[src/rtl/umcl_pkg.sv]
package umcl_pkg;
  localparam logic [3:0] ADDR_MODEM_CTRL = 4'h4;
  localparam logic [3:0] ADDR_MODEM_STAT = 4'h6;
  localparam logic [3:0] ADDR_PIN_FUNC = 4'h8;
  localparam logic [3:0] ADDR_IEN = 4'hc;
  localparam logic [3:0] ADDR_IST = 4'h0;
  localparam int CTRL_DTR = 0;
  localparam int CTRL_RTS = 1;
  localparam int CTRL_AUX_ONE = 2;
  localparam int CTRL_AUX_TWO = 3;
  localparam int CTRL_LOOP = 4;
  localparam int STAT_CTS = 4;
  localparam int STAT_DSR = 5;
  localparam int STAT_RI = 6;
  localparam int STAT_DCD = 7;
  localparam logic [7:0] CTRL_RST = 8'h00;
  localparam logic [1:0] PIN_FUNC_RST = 2'h0;
  localparam logic [3:0] IEN_RST = 4'h0;
  localparam logic [3:0] IST_RST = 4'h0;
  localparam logic [3:0] STAT_PREV_RST = 4'h0;
  typedef enum logic [1:0] {
    UMCL_PIN_AUX = 2'b00,
    UMCL_PIN_BAUD = 2'b01,
    UMCL_PIN_RX_READY = 2'b10
  } umcl_pin_e;
endpackage

[src/rtl/umcl_top.sv]
// Added by the designer: the AXI4-Lite register port.
`timescale 1ns/1ps
`default_nettype none
module umcl_top
  import umcl_pkg::*;
(
  input wire logic aclk,
  input wire logic aresetn,
  input wire logic ce,
  input wire logic [3:0] s_axi_awaddr,
  input wire logic s_axi_awvalid,
  output logic s_axi_awready,
  input wire logic [31:0] s_axi_wdata,
  input wire logic [3:0] s_axi_wstrb,
  input wire logic s_axi_wvalid,
  output logic s_axi_wready,
  output logic [1:0] s_axi_bresp,
  output logic s_axi_bvalid,
  input wire logic s_axi_bready,
  input wire logic [3:0] s_axi_araddr,
  input wire logic s_axi_arvalid,
  output logic s_axi_arready,
  output logic [31:0] s_axi_rdata,
  output logic [1:0] s_axi_rresp,
  output logic s_axi_rvalid,
  input wire logic s_axi_rready,
  input wire logic tx_shift_out,
  output logic rx_shift_in,
  output logic tx_serial_line,
  input wire logic rx_serial_line,
  input wire logic cts_n,
  input wire logic dsr_n,
  input wire logic ri_n,
  input wire logic dcd_n,
  output logic dtr_n,
  output logic rts_n,
  output logic aux_output_two,
  input wire logic baud_clock_output,
  input wire logic rx_ready_signal,
  output logic irq
);

  logic [7:0] modem_control_r;
  logic [1:0] pin_function_select_r;
  logic [3:0] ien_r;
  logic [3:0] ist_r;
  logic [3:0] msr_prev_r;
  logic [3:0] msr_now;
  logic [7:0] modem_status_reg;
  logic aw_got_r, w_got_r;
  logic [3:0] aw_addr_r;
  logic [31:0] w_data_r;
  logic [3:0] w_strb_r;
  logic [31:0] rdata_r;
  logic [1:0] rresp_r;
  logic wr_fire, rd_fire, loop;
  logic aux_two_level;
  logic wr_low_byte;
  logic ist_clear;
  logic [3:0] msr_change;

  // Register address decode, shared by write and clear paths
  function automatic logic addr_hit(input logic [3:0] addr, input logic [3:0] offset);
    addr_hit = (addr == offset);
  endfunction

  ////////////////////////////////////////////////////////////////////////////
  // Modem routing
  assign loop = modem_control_r[CTRL_LOOP];

  // Status inputs: internal controls in loopback, pins otherwise
  always_comb
  begin
    msr_now = 4'h0;
    if (loop)
    begin
      msr_now[0] = modem_control_r[CTRL_RTS];
      msr_now[1] = modem_control_r[CTRL_DTR];
      msr_now[2] = modem_control_r[CTRL_AUX_ONE];
      msr_now[3] = modem_control_r[CTRL_AUX_TWO];
    end
    else
    begin
      msr_now = {~dcd_n, ~ri_n, ~dsr_n, ~cts_n};
    end
  end

  assign modem_status_reg = {msr_now, msr_now ^ msr_prev_r};
  assign rx_shift_in = loop ? tx_shift_out : rx_serial_line;
  assign tx_serial_line = loop ? 1'b1 : tx_shift_out;
  assign dtr_n = loop ? 1'b1 : ~modem_control_r[CTRL_DTR];

  assign rts_n = loop ? 1'b1 : ~modem_control_r[CTRL_RTS];

  // Auxiliary level, inverted sense, inactive in loopback
  assign aux_two_level = loop ? 1'b1 : ~modem_control_r[CTRL_AUX_TWO];

  // Shared pin function select
  always_comb
  begin
    case (umcl_pin_e'(pin_function_select_r))
      UMCL_PIN_AUX: aux_output_two = aux_two_level;
      UMCL_PIN_BAUD: aux_output_two = baud_clock_output;
      UMCL_PIN_RX_READY: aux_output_two = rx_ready_signal;
      default: aux_output_two = aux_two_level;
    endcase
  end

  ////////////////////////////////////////////////////////////////////////////
  // Modem status change interrupts
  assign ist_clear = rd_fire && addr_hit(s_axi_araddr, ADDR_IST);
  assign msr_change = msr_now ^ msr_prev_r;

  always_ff @(posedge aclk)
  begin
    if (!aresetn)
      msr_prev_r <= STAT_PREV_RST;
    else if (ce)
      msr_prev_r <= msr_now;
  end

  // One sticky bit per status input; a change in the clearing cycle still sets
  genvar gi;
  generate
    for (gi = 0; gi < 4; gi++)
    begin : g_ist
      always_ff @(posedge aclk)
      begin
        if (!aresetn)
          ist_r[gi] <= IST_RST[gi];
        else if (ce)
        begin
          if (msr_change[gi])
            ist_r[gi] <= 1'b1;
          else if (ist_clear)
            ist_r[gi] <= 1'b0;
        end
      end
    end
  endgenerate

  assign irq = |(ist_r & ien_r);

  ////////////////////////////////////////////////////////////////////////////
  // AXI4-Lite write
  assign s_axi_awready = !aw_got_r && !s_axi_bvalid;
  assign s_axi_wready = !w_got_r && !s_axi_bvalid;
  assign wr_fire = aw_got_r && w_got_r;
  assign s_axi_bresp = 2'h0;
  assign wr_low_byte = wr_fire && w_strb_r[0];

  // Write address capture
  always_ff @(posedge aclk)
  begin
    if (!aresetn)
    begin
      aw_got_r <= 1'b0;
      aw_addr_r <= 4'h0;
    end
    else if (ce)
    begin
      if (wr_fire)
        aw_got_r <= 1'b0;
      else if (s_axi_awvalid && s_axi_awready)
      begin
        aw_got_r <= 1'b1;
        aw_addr_r <= s_axi_awaddr;
      end
    end
  end

  // Write data capture
  always_ff @(posedge aclk)
  begin
    if (!aresetn)
    begin
      w_got_r <= 1'b0;
      w_data_r <= 32'h0;
      w_strb_r <= 4'h0;
    end
    else if (ce)
    begin
      if (wr_fire)
        w_got_r <= 1'b0;
      else if (s_axi_wvalid && s_axi_wready)
      begin
        w_got_r <= 1'b1;
        w_data_r <= s_axi_wdata;
        w_strb_r <= s_axi_wstrb;
      end
    end
  end

  // Write response
  always_ff @(posedge aclk)
  begin
    if (!aresetn)
      s_axi_bvalid <= 1'b0;
    else if (ce)
    begin
      if (wr_fire)
        s_axi_bvalid <= 1'b1;
      else if (s_axi_bready)
        s_axi_bvalid <= 1'b0;
    end
  end

  // Modem control register
  always_ff @(posedge aclk)
  begin
    if (!aresetn)
      modem_control_r <= CTRL_RST;
    else if (ce && wr_low_byte && addr_hit(aw_addr_r, ADDR_MODEM_CTRL))
      modem_control_r <= {3'h0, w_data_r[4:0]};
  end

  // Pin function select register
  always_ff @(posedge aclk)
  begin
    if (!aresetn)
      pin_function_select_r <= PIN_FUNC_RST;
    else if (ce && wr_low_byte && addr_hit(aw_addr_r, ADDR_PIN_FUNC))
      pin_function_select_r <= w_data_r[1:0];
  end

  // Interrupt enable register
  always_ff @(posedge aclk)
  begin
    if (!aresetn)
      ien_r <= IEN_RST;
    else if (ce && wr_low_byte && addr_hit(aw_addr_r, ADDR_IEN))
      ien_r <= w_data_r[3:0];
  end

  ////////////////////////////////////////////////////////////////////////////
  // AXI4-Lite read
  assign s_axi_arready = !s_axi_rvalid;
  assign rd_fire = s_axi_arvalid && s_axi_arready;
  assign s_axi_rdata = rdata_r;
  assign s_axi_rresp = rresp_r;

  always_ff @(posedge aclk)
  begin
    if (!aresetn)
    begin
      s_axi_rvalid <= 1'b0;
      rdata_r <= 32'h0;
      rresp_r <= 2'h0;
    end
    else if (ce)
    begin
      if (rd_fire)
      begin
        s_axi_rvalid <= 1'b1;
        rresp_r <= 2'h0;
        case (s_axi_araddr)
          ADDR_MODEM_CTRL: rdata_r <= {24'h0, modem_control_r};
          ADDR_MODEM_STAT: rdata_r <= {24'h0, modem_status_reg};
          ADDR_PIN_FUNC: rdata_r <= {30'h0, pin_function_select_r};
          ADDR_IEN: rdata_r <= {28'h0, ien_r};
          ADDR_IST: rdata_r <= {28'h0, ist_r};
          default:
          begin
            rdata_r <= 32'h0;
            rresp_r <= 2'h2;
          end
        endcase
      end
      else if (s_axi_rready)
        s_axi_rvalid <= 1'b0;
    end
  end

endmodule // umcl_top
`default_nettype wire

[config.mk]
export PLATFORM = sky130hd
export DESIGN_NAME = umcl_top
export DESIGN_NICKNAME = d
export VERILOG_FILES = /design/src/rtl/umcl_pkg.sv /design/src/rtl/umcl_top.sv
export SDC_FILE = /design/constraint.sdc
export NUM_CORES = 1
export LEC_CHECK = 0
export BUFFER_PORTS_ARGS = -buffer_cell sky130_fd_sc_hd__buf_2
export CAP_MARGIN = 20
export CORE_AREA = 2 2 84 86
export CTS_BUF_LIST = sky130_fd_sc_hd__clkbuf_16
export CTS_CLUSTER_DIAMETER = 80
export DETAILED_ROUTE_END_ITERATION = 7
export DIE_AREA = 0 0 86 88
export PLACE_DENSITY = 0.66
export SYNTH_ARGS = -nofsm -noshare
export SYNTH_HDL_FRONTEND = slang
export SYNTH_SLANG_ARGS = --single-unit
[constraint.sdc]
create_clock -name aclk -period 1.9 [get_ports aclk]
set_input_delay 0.19 -clock aclk [delete_from_list [all_inputs] [get_ports aclk]]
set_output_delay 0.19 -clock aclk [all_outputs]
set_load 0.05 [all_outputs]
## Yosys cells after proc, flatten, opt, wreduce, memory -nomap -nowiden

Index checks and enable logic that the tools add are counted.
Widths: inputs -> output; s select.

| operators by class | value |
|---|---|
| equal/unequal tests | 9 |
| muxes and demuxes | 22 |
| bitwise gates (word level) | 10 |
| reductions and logical operators | 38 |

Operators with widths:

| operator | count |
|---|---|
| $pmux 8 s5 | 1 |
| $mux 1 | 18 |
| $reduce_and 2->1 | 9 |
| $eq 4x4->1 const B | 4 |
| $reduce_bool 2->1 | 8 |
| $eq 4x3->1 const B | 3 |
| $logic_and 1x1->1 | 12 |
| $not 1->1 | 8 |
| $reduce_and 3->1 | 2 |
| $reduce_or 5->1 | 1 |
| $and 4x4->4 | 1 |
| $logic_not 1->1 | 4 |
| $logic_not 4->1 | 1 |
| $mux 4 | 1 |
| $reduce_or 4->1 | 1 |
| $xor 4x4->4 | 1 |
| $eq 2x1->1 const B | 1 |
| $eq 2x2->1 const B | 1 |
| $mux 2 | 1 |
| $pmux 1 s2 | 1 |

| word-level totals | value |
|---|---|
| flip-flop bits (word level) | 67 |
| bits of input ports | 60 |
| word-level logic and storage cells | 96 |

## Logic depth before layout (Yosys ltp)

Gate-level depths: netlist of run 1.

| depth | value |
|---|---|
| depth after elaboration | 5 |
| depth in mapped cells | 6 |

## Worst setup path before layout of run 1

No wires, ideal clock.

| timing path | value |
|---|---|
| path kind | register to output |
| start | register pin_function_select_r[0] |
| end | output aux_output_two |
| arrival time | 1,533 ps |
| slack | 177 ps |
| cell stages (with the launch flop) | 5 |
| buffers on the path | 0 |
| cell sequence | dfxtp_1 > inv_1 > ha_1 > a221oi_1 > a31oi_1 |

| between the ends | value |
|---|---|
| longest elaborated chain between the ends | 2 |

Ends and longest elaborated chain:

| what | line | RTL |
|---|---|---|
| start, declared | umcl_top.sv:44 | `logic [1:0] pin_function_select_r;` |
| start signal, assigned | umcl_top.sv:223 | `pin_function_select_r <= w_data_r[1:0];` |
| $eq 2x2->1 or $eq 2x1->1 (tied branches) | umcl_top.sv:101 | `case (umcl_pin_e'(pin_function_select_r))` |
| $pmux 1 s2 * | umcl_top.sv:101 |  |
| end, declared | umcl_top.sv:37 | `output logic aux_output_two,` |

Every way passes the cells marked *; elsewhere a longest branch is shown, timed or not.

## Final worst setup path of run 1

Ends and elaborated chain as after synthesis.

==> results of run 1 <==
## synth_stat cells (4+ instances only)
library cell	number	area share [%]
dfxtp_1	42	37
nand2_1	30	4.9
buf_4	27	8.9
mux2i_1	23	10
nor2b_1	23	6.3
nand3_1	10	2.2
a21boi_0	9	3.0
nor2_1	9	1.5
o21ai_1	8	1.8
clkbuf_1	7	1.2
a21oi_1	6	1.3
nand2b_1	6	1.6
buf_2	5	1.1
inv_1	5	0.82
o21a_1	4	1.3
o21ai_0	4	0.88
## kinds of logic after synthesis
family                     Yosys count  synth area share [%]
muxes                               26                  11.6
buffers and inverters               46                  12.3
other                                1                 0.164
AOI/OAI and AO/OA                   46                  13.9
and+or+nand+nor                     98                  24.1
DFF                                 42                  36.9
adders and majority gates            2                  1.10
## metrics by stage
step	total power [mW]	setup slack (ps)	hold slack [ps]	utilization (%)	instance area, sq um
global route	2.34	68.5	167	40.2	2670
floorplan	1.29	177	359	-	2380
CTS	2.27	150	161	40.2	2670
detailed placement	1.33	368	451	37.7	2510
global placement	1.32	369	442	37.7	2510
finish	2.25	154	166	40.2	2670
## power by group
part	internal (mW)	total, mW	leakage (nW)	switching (mW)
combinational	0.103	0.366	0.725	0.263
clock	0.614	0.943	0.0836	0.329
sequential	0.914	0.939	0.342	0.0250
## layout make-up
type                            count  area [sq um]
Inverter                            5          18.8
Sequential cell                    42           841
Tap cell                           80           100
Fill cell                         662          3970
Multi-Input combinational cell    199          1260
Timing Repair Buffer               55           290
Clock inverter                      3          40.0
Clock buffer                        5           125
## path summary, 6_finish.rpt
path / start / endpoint / slack (ps) / cells past startpoint
max: pin_function_select_r[0] / aux_output_two / 150 / 5
min reg2reg: w_data_r[4] / modem_control_r[4] / 460 / 2
min: s_axi_wdata[4] / w_data_r[4] / 170 / 3
max reg2reg: w_strb_r[0] / pin_function_select_r[1] / 350 / 4
## metal layers
layer  vias to the layer above  track usage [%]
met5                         -                0
met4                         0             5.77
met3                        12             3.02
met2                        55             22.2
met1                       807             14.7
li1                        935                -
## registers in the layout, summed over array words and instances, names as in the netlist
register and count:
modem_control_r 5, aw_got_r 1, w_strb_r 1, ien_r 4, w_data_r 5, s_axi_rvalid 1
pin_function_select_r 2, s_axi_bvalid 1, w_got_r 1, s_axi_rresp 1, aw_addr_r 4, s_axi_rdata 8
msr_prev_r 4, ist_r 4
## worst max-delay path, cell delays in order, from the launching register on
cell,delay (ps)
dfxtp_1,400
inv_1,60
ha_1,300
a221oi_1,220
a31oi_1,70
buf_2,220
==> results by group, run 1 <==
STA
  • Worst-Margin Slew: 557 ps
  • RSZ-0062 raised after global routing: false
  • Final worst path period need: 1750 ps
  • Slew HR: 62.8%
  • Max-slew violation count: 0
  • Hold Vio Cnt, Final: 0
  • Worst Skew: 1.36 ps
  • Fmax: ~570 MHz
  • Post-route setup TNS: 0 ps
  • Fin crit share: approximately 92%
  • Final setup vio count: 0

Drt
  • WL met2: 2.27 mm
  • DR vias/cell: 4.65
  • DR top layer: met4
  • Total number of vias: 1809
  • M1 wire length: between 1.5 and 2 mm
  • Met3 WL: 224 microns
  • Drc violations: 0
  • Starting DRC count in detailed routing: 58
  • Wire length per cell: approximately 12 microns
  • WL final: 4.57 mm
  • Remaining antenna violation count after routing: 0
  • Drt first pass iters: 4

Worst setup path
  • Critical Path Source Type: flop
  • CP endpoint kind: primary output
  • Crit path max fanout: 4
  • Critical path type: reg -> out
  • WP data required: 1710 ps
  • Worst Path Arrival: 1560 ps

GRT
  • Initial antenna violation count: 0
  • Total GRT Usage: 12.7%
  • Vias in the first global route: 1675
  • Largest net degree at the start of global routing: 38
  • First-pass GRT wire length: about 7.6 mm
  • Overflow after GRT: 0

Layout
  • Non-Filler Instances: a little under 400
  • Most common cell after layout, fill and taps aside: buf_2
  • Antenna diodes: 0
  • Most frequent cells in the layout: buf_2 (49), dfxtp_1 (42), nand2_1 (30), conb_1 (27)
  • Final net count: 370
  • Share of post-route cells with drive strength above 1: between 20% and 30%
  • P&R area growth vs syn: 17.2%

Die
  • Die H: 88 microns
  • Initial Utilization: around 34%
  • IO Pins: 107
  • Core area: 0.00664 sq mm
  • Row cnt: 30
  • Die Wd: ~86 microns
  • Die Footprint: 0.00757 sq mm

Clock network
  • Skew-Pair Late Insertion Delay: 280 ps
  • # H-tree levels: 2
  • Clock transition at path regs: 60 ps
  • Maximum clock path buffer count: 2
  • Num CTS Buffers: 5
  • Root Driver: clkbuf_16
  • Clock sink total: between 40 and 50
  • Setup Fix Bufs, Post-CTS: 0
  • Resized Gates After CTS: 0
  • CTS tree: done
  • Cts hold-fix bufs: 0

Synthesis
  • Avg Cell Area, Syn: 8.73 sq um
  • Post-synth ARST share: 0%
  • Yosys cell types: 42
  • Gate Count Post-Synth: 261
  • Post-synth EDFFs: 0
  • Post-synthesis sequential area ratio: 36.9%
  • Most used DFF post-synth: dfxtp_1
  • #FFs+latches synth: 42
  • YS warnings: 0
  • Post-Syn Area: 0.00228 sq mm

Pwr
  • PwrDens: 842 mW/mm^2
  • Max VDD drop: 0.000520 V
  • LEAKAGE: 1.15 nW

Placed design
  • RePlAce Congestion: 0.847
  • Port bufs: 49
  • Placed cell count: 381
  • Hpwl dp: about 3.6 mm

Flow run
  • Max-Cap Viols: 0

Min path
  • Hold Path Class: in -> reg

Outcome
  • Outcome: complete, no violations
Power figures use the tool's default switching activity.
==> run 2, diff against run 1 <==
- RECOVER_POWER: unset -> 100
==> results by group, run 2 (synthesis results as in run 1) <==
Placed design
  • Placed cell count: about 380
  • RePlAce Congestion: 0.847
  • Port bufs: between 40 and 50
  • Hpwl dp: 3.56 mm

Pwr
  • LEAKAGE: 1.08 nW
  • Max VDD drop: 0.000520 V
  • PwrDens: approximately 850 mW/mm^2

Layout
  • Most common cell after layout, fill and taps aside: dfxtp_1
  • Final net count: 370
  • Layout Utilization: 39.5%
  • Number of flip-flops in the largest register: 8
  • P&R area growth vs syn: 15.0%
  • Non-Filler Instances: about 400
  • Most frequent cells in the layout: dfxtp_1 (42), nand2_1 (30), buf_2 (28), conb_1 (27)
  • Share of post-route cells with drive strength above 1: between 15 and 20%
  • Antenna diodes: 0

Worst setup path
  • Crit path max fanout: 4
  • CP endpoint kind: primary output
  • FF-to-FF End: pin_function_select_r[1]
  • R2R Setup Slk: 320 ps
  • WP data required: about 1700 ps
  • Reg2reg start: w_strb_r[0]
  • Worst reg2reg path depth: 4
  • Critical path type: reg -> out
  • Critical Path Source Type: flop
  • Worst Path Arrival: 1590 ps

Clock network
  • Resized Gates After CTS: 0
  • # H-tree levels: 2
  • Root Driver: clkbuf_16
  • Maximum clock path buffer count: 2
  • Clock transition at path regs: 60 ps
  • CTS tree: done
  • Skew-Pair Late Insertion Delay: 280 ps
  • Setup Fix Bufs, Post-CTS: 0
  • Cts hold-fix bufs: 0
  • Clock sink total: 42
  • Num CTS Buffers: 5

Flow run
  • Max-Cap Viols: 0

Min path
  • Hold path depth: 3
  • Hold path endpoint: w_data_r[4]
  • Hold_sp: s_axi_wdata[4]
  • Hold Path Class: in -> reg

GRT
  • Overflow after GRT: 0
  • Largest net degree at the start of global routing: 38
  • Total GRT Usage: 12.7%
  • Vias in the first global route: 1675
  • Initial antenna violation count: 0
  • First-pass GRT wire length: 7.60 mm

STA
  • Slew HR: about 58%
  • Post-route setup TNS: 0 ps
  • Max-slew violation count: 0
  • Fmax: 562 MHz
  • Worst Skew: 1.29 ps
  • Final setup vio count: 0
  • Worst-Margin Slew: 638 ps
  • WHS: 168 ps
  • RSZ-0062 raised after global routing: false
  • Fin crit share: between 90% and 100%
  • Final worst path period need: ~1800 ps
  • Hold Vio Cnt, Final: 0

Die
  • Row cnt: 30
  • Die Wd: 86 microns
  • Core area: 0.00664 sq mm
  • Die H: a little under 90 microns
  • Initial Utilization: 34.3%
  • IO Pins: 107
  • Die Footprint: 0.00757 sq mm

Drt
  • Wire length per cell: 11.9 microns
  • Remaining antenna violation count after routing: 0
  • Drt first pass iters: 4
  • Drc violations: 0
  • Total number of vias: 1808
  • Starting DRC count in detailed routing: 65
  • WL final: 4.64 mm
  • DR vias/cell: 4.65

Outcome
  • Outcome: complete, no violations
run 2: worst max-delay path by stage:
stage / from / endpoint / depth (start not counted)
floorplan: pin_function_select_r[0] / aux_output_two / 4
global placement: w_strb_r[0] / pin_function_select_r[0] / 4
detailed placement: w_strb_r[0] / pin_function_select_r[1] / 4
CTS: pin_function_select_r[0] / aux_output_two / 5
global route: pin_function_select_r[0] / aux_output_two / 5
finish: pin_function_select_r[0] / aux_output_two / 5
run 2: stage by stage:
stage / area (sq um) / total power, mW / worst slack [ps]
after floorplan: 2380 / 1.29 / 177
after global placement: 2510 / 1.32 / 369
after detailed placement: 2510 / 1.33 / 368
after CTS: 2670 / 2.27 / 150
after global routing: 2620 / 2.33 / 35.6
final: 2620 / 2.23 / 121
run 2: power breakdown:
group | total, mW | switching (mW) | leakage [nW] | internal, mW
logic | 0.357 | 0.263 | 0.658 | 0.0947
clock network | 0.940 | 0.326 | 0.0836 | 0.614
registers | 0.938 | 0.0238 | 0.342 | 0.914
total | 2.23 | 0.612 | 1.08 | 1.62
run 2: area by class of cell:
cell class	count	area [sq um]
Fill cell	676	4020
Tap cell	80	100
Multi-Input combinational cell	199	1240
Timing Repair Buffer	55	256
Inverter	5	18.8
Clock inverter	3	40.0
Clock buffer	5	125
Sequential cell	42	841
run 2: layer usage:
layer | vias up | GRT usage (%) | share of wire [%]
li1 | 936 | - | -
met1 | 813 | 14.7 | 44
met2 | 53 | 22.2 | 50
met3 | 6 | 3.02 | 4.3
met4 | 0 | 5.77 | 1.5
met5 | - | 0 | 0
run 2: worst max-delay path, stage by stage, from the launching register on:
cell	delay [ps]
dfxtp_1	400
inv_1	60
ha_1	300
a221oi_1	220
a31oi_1	70
clkbuf_2	250
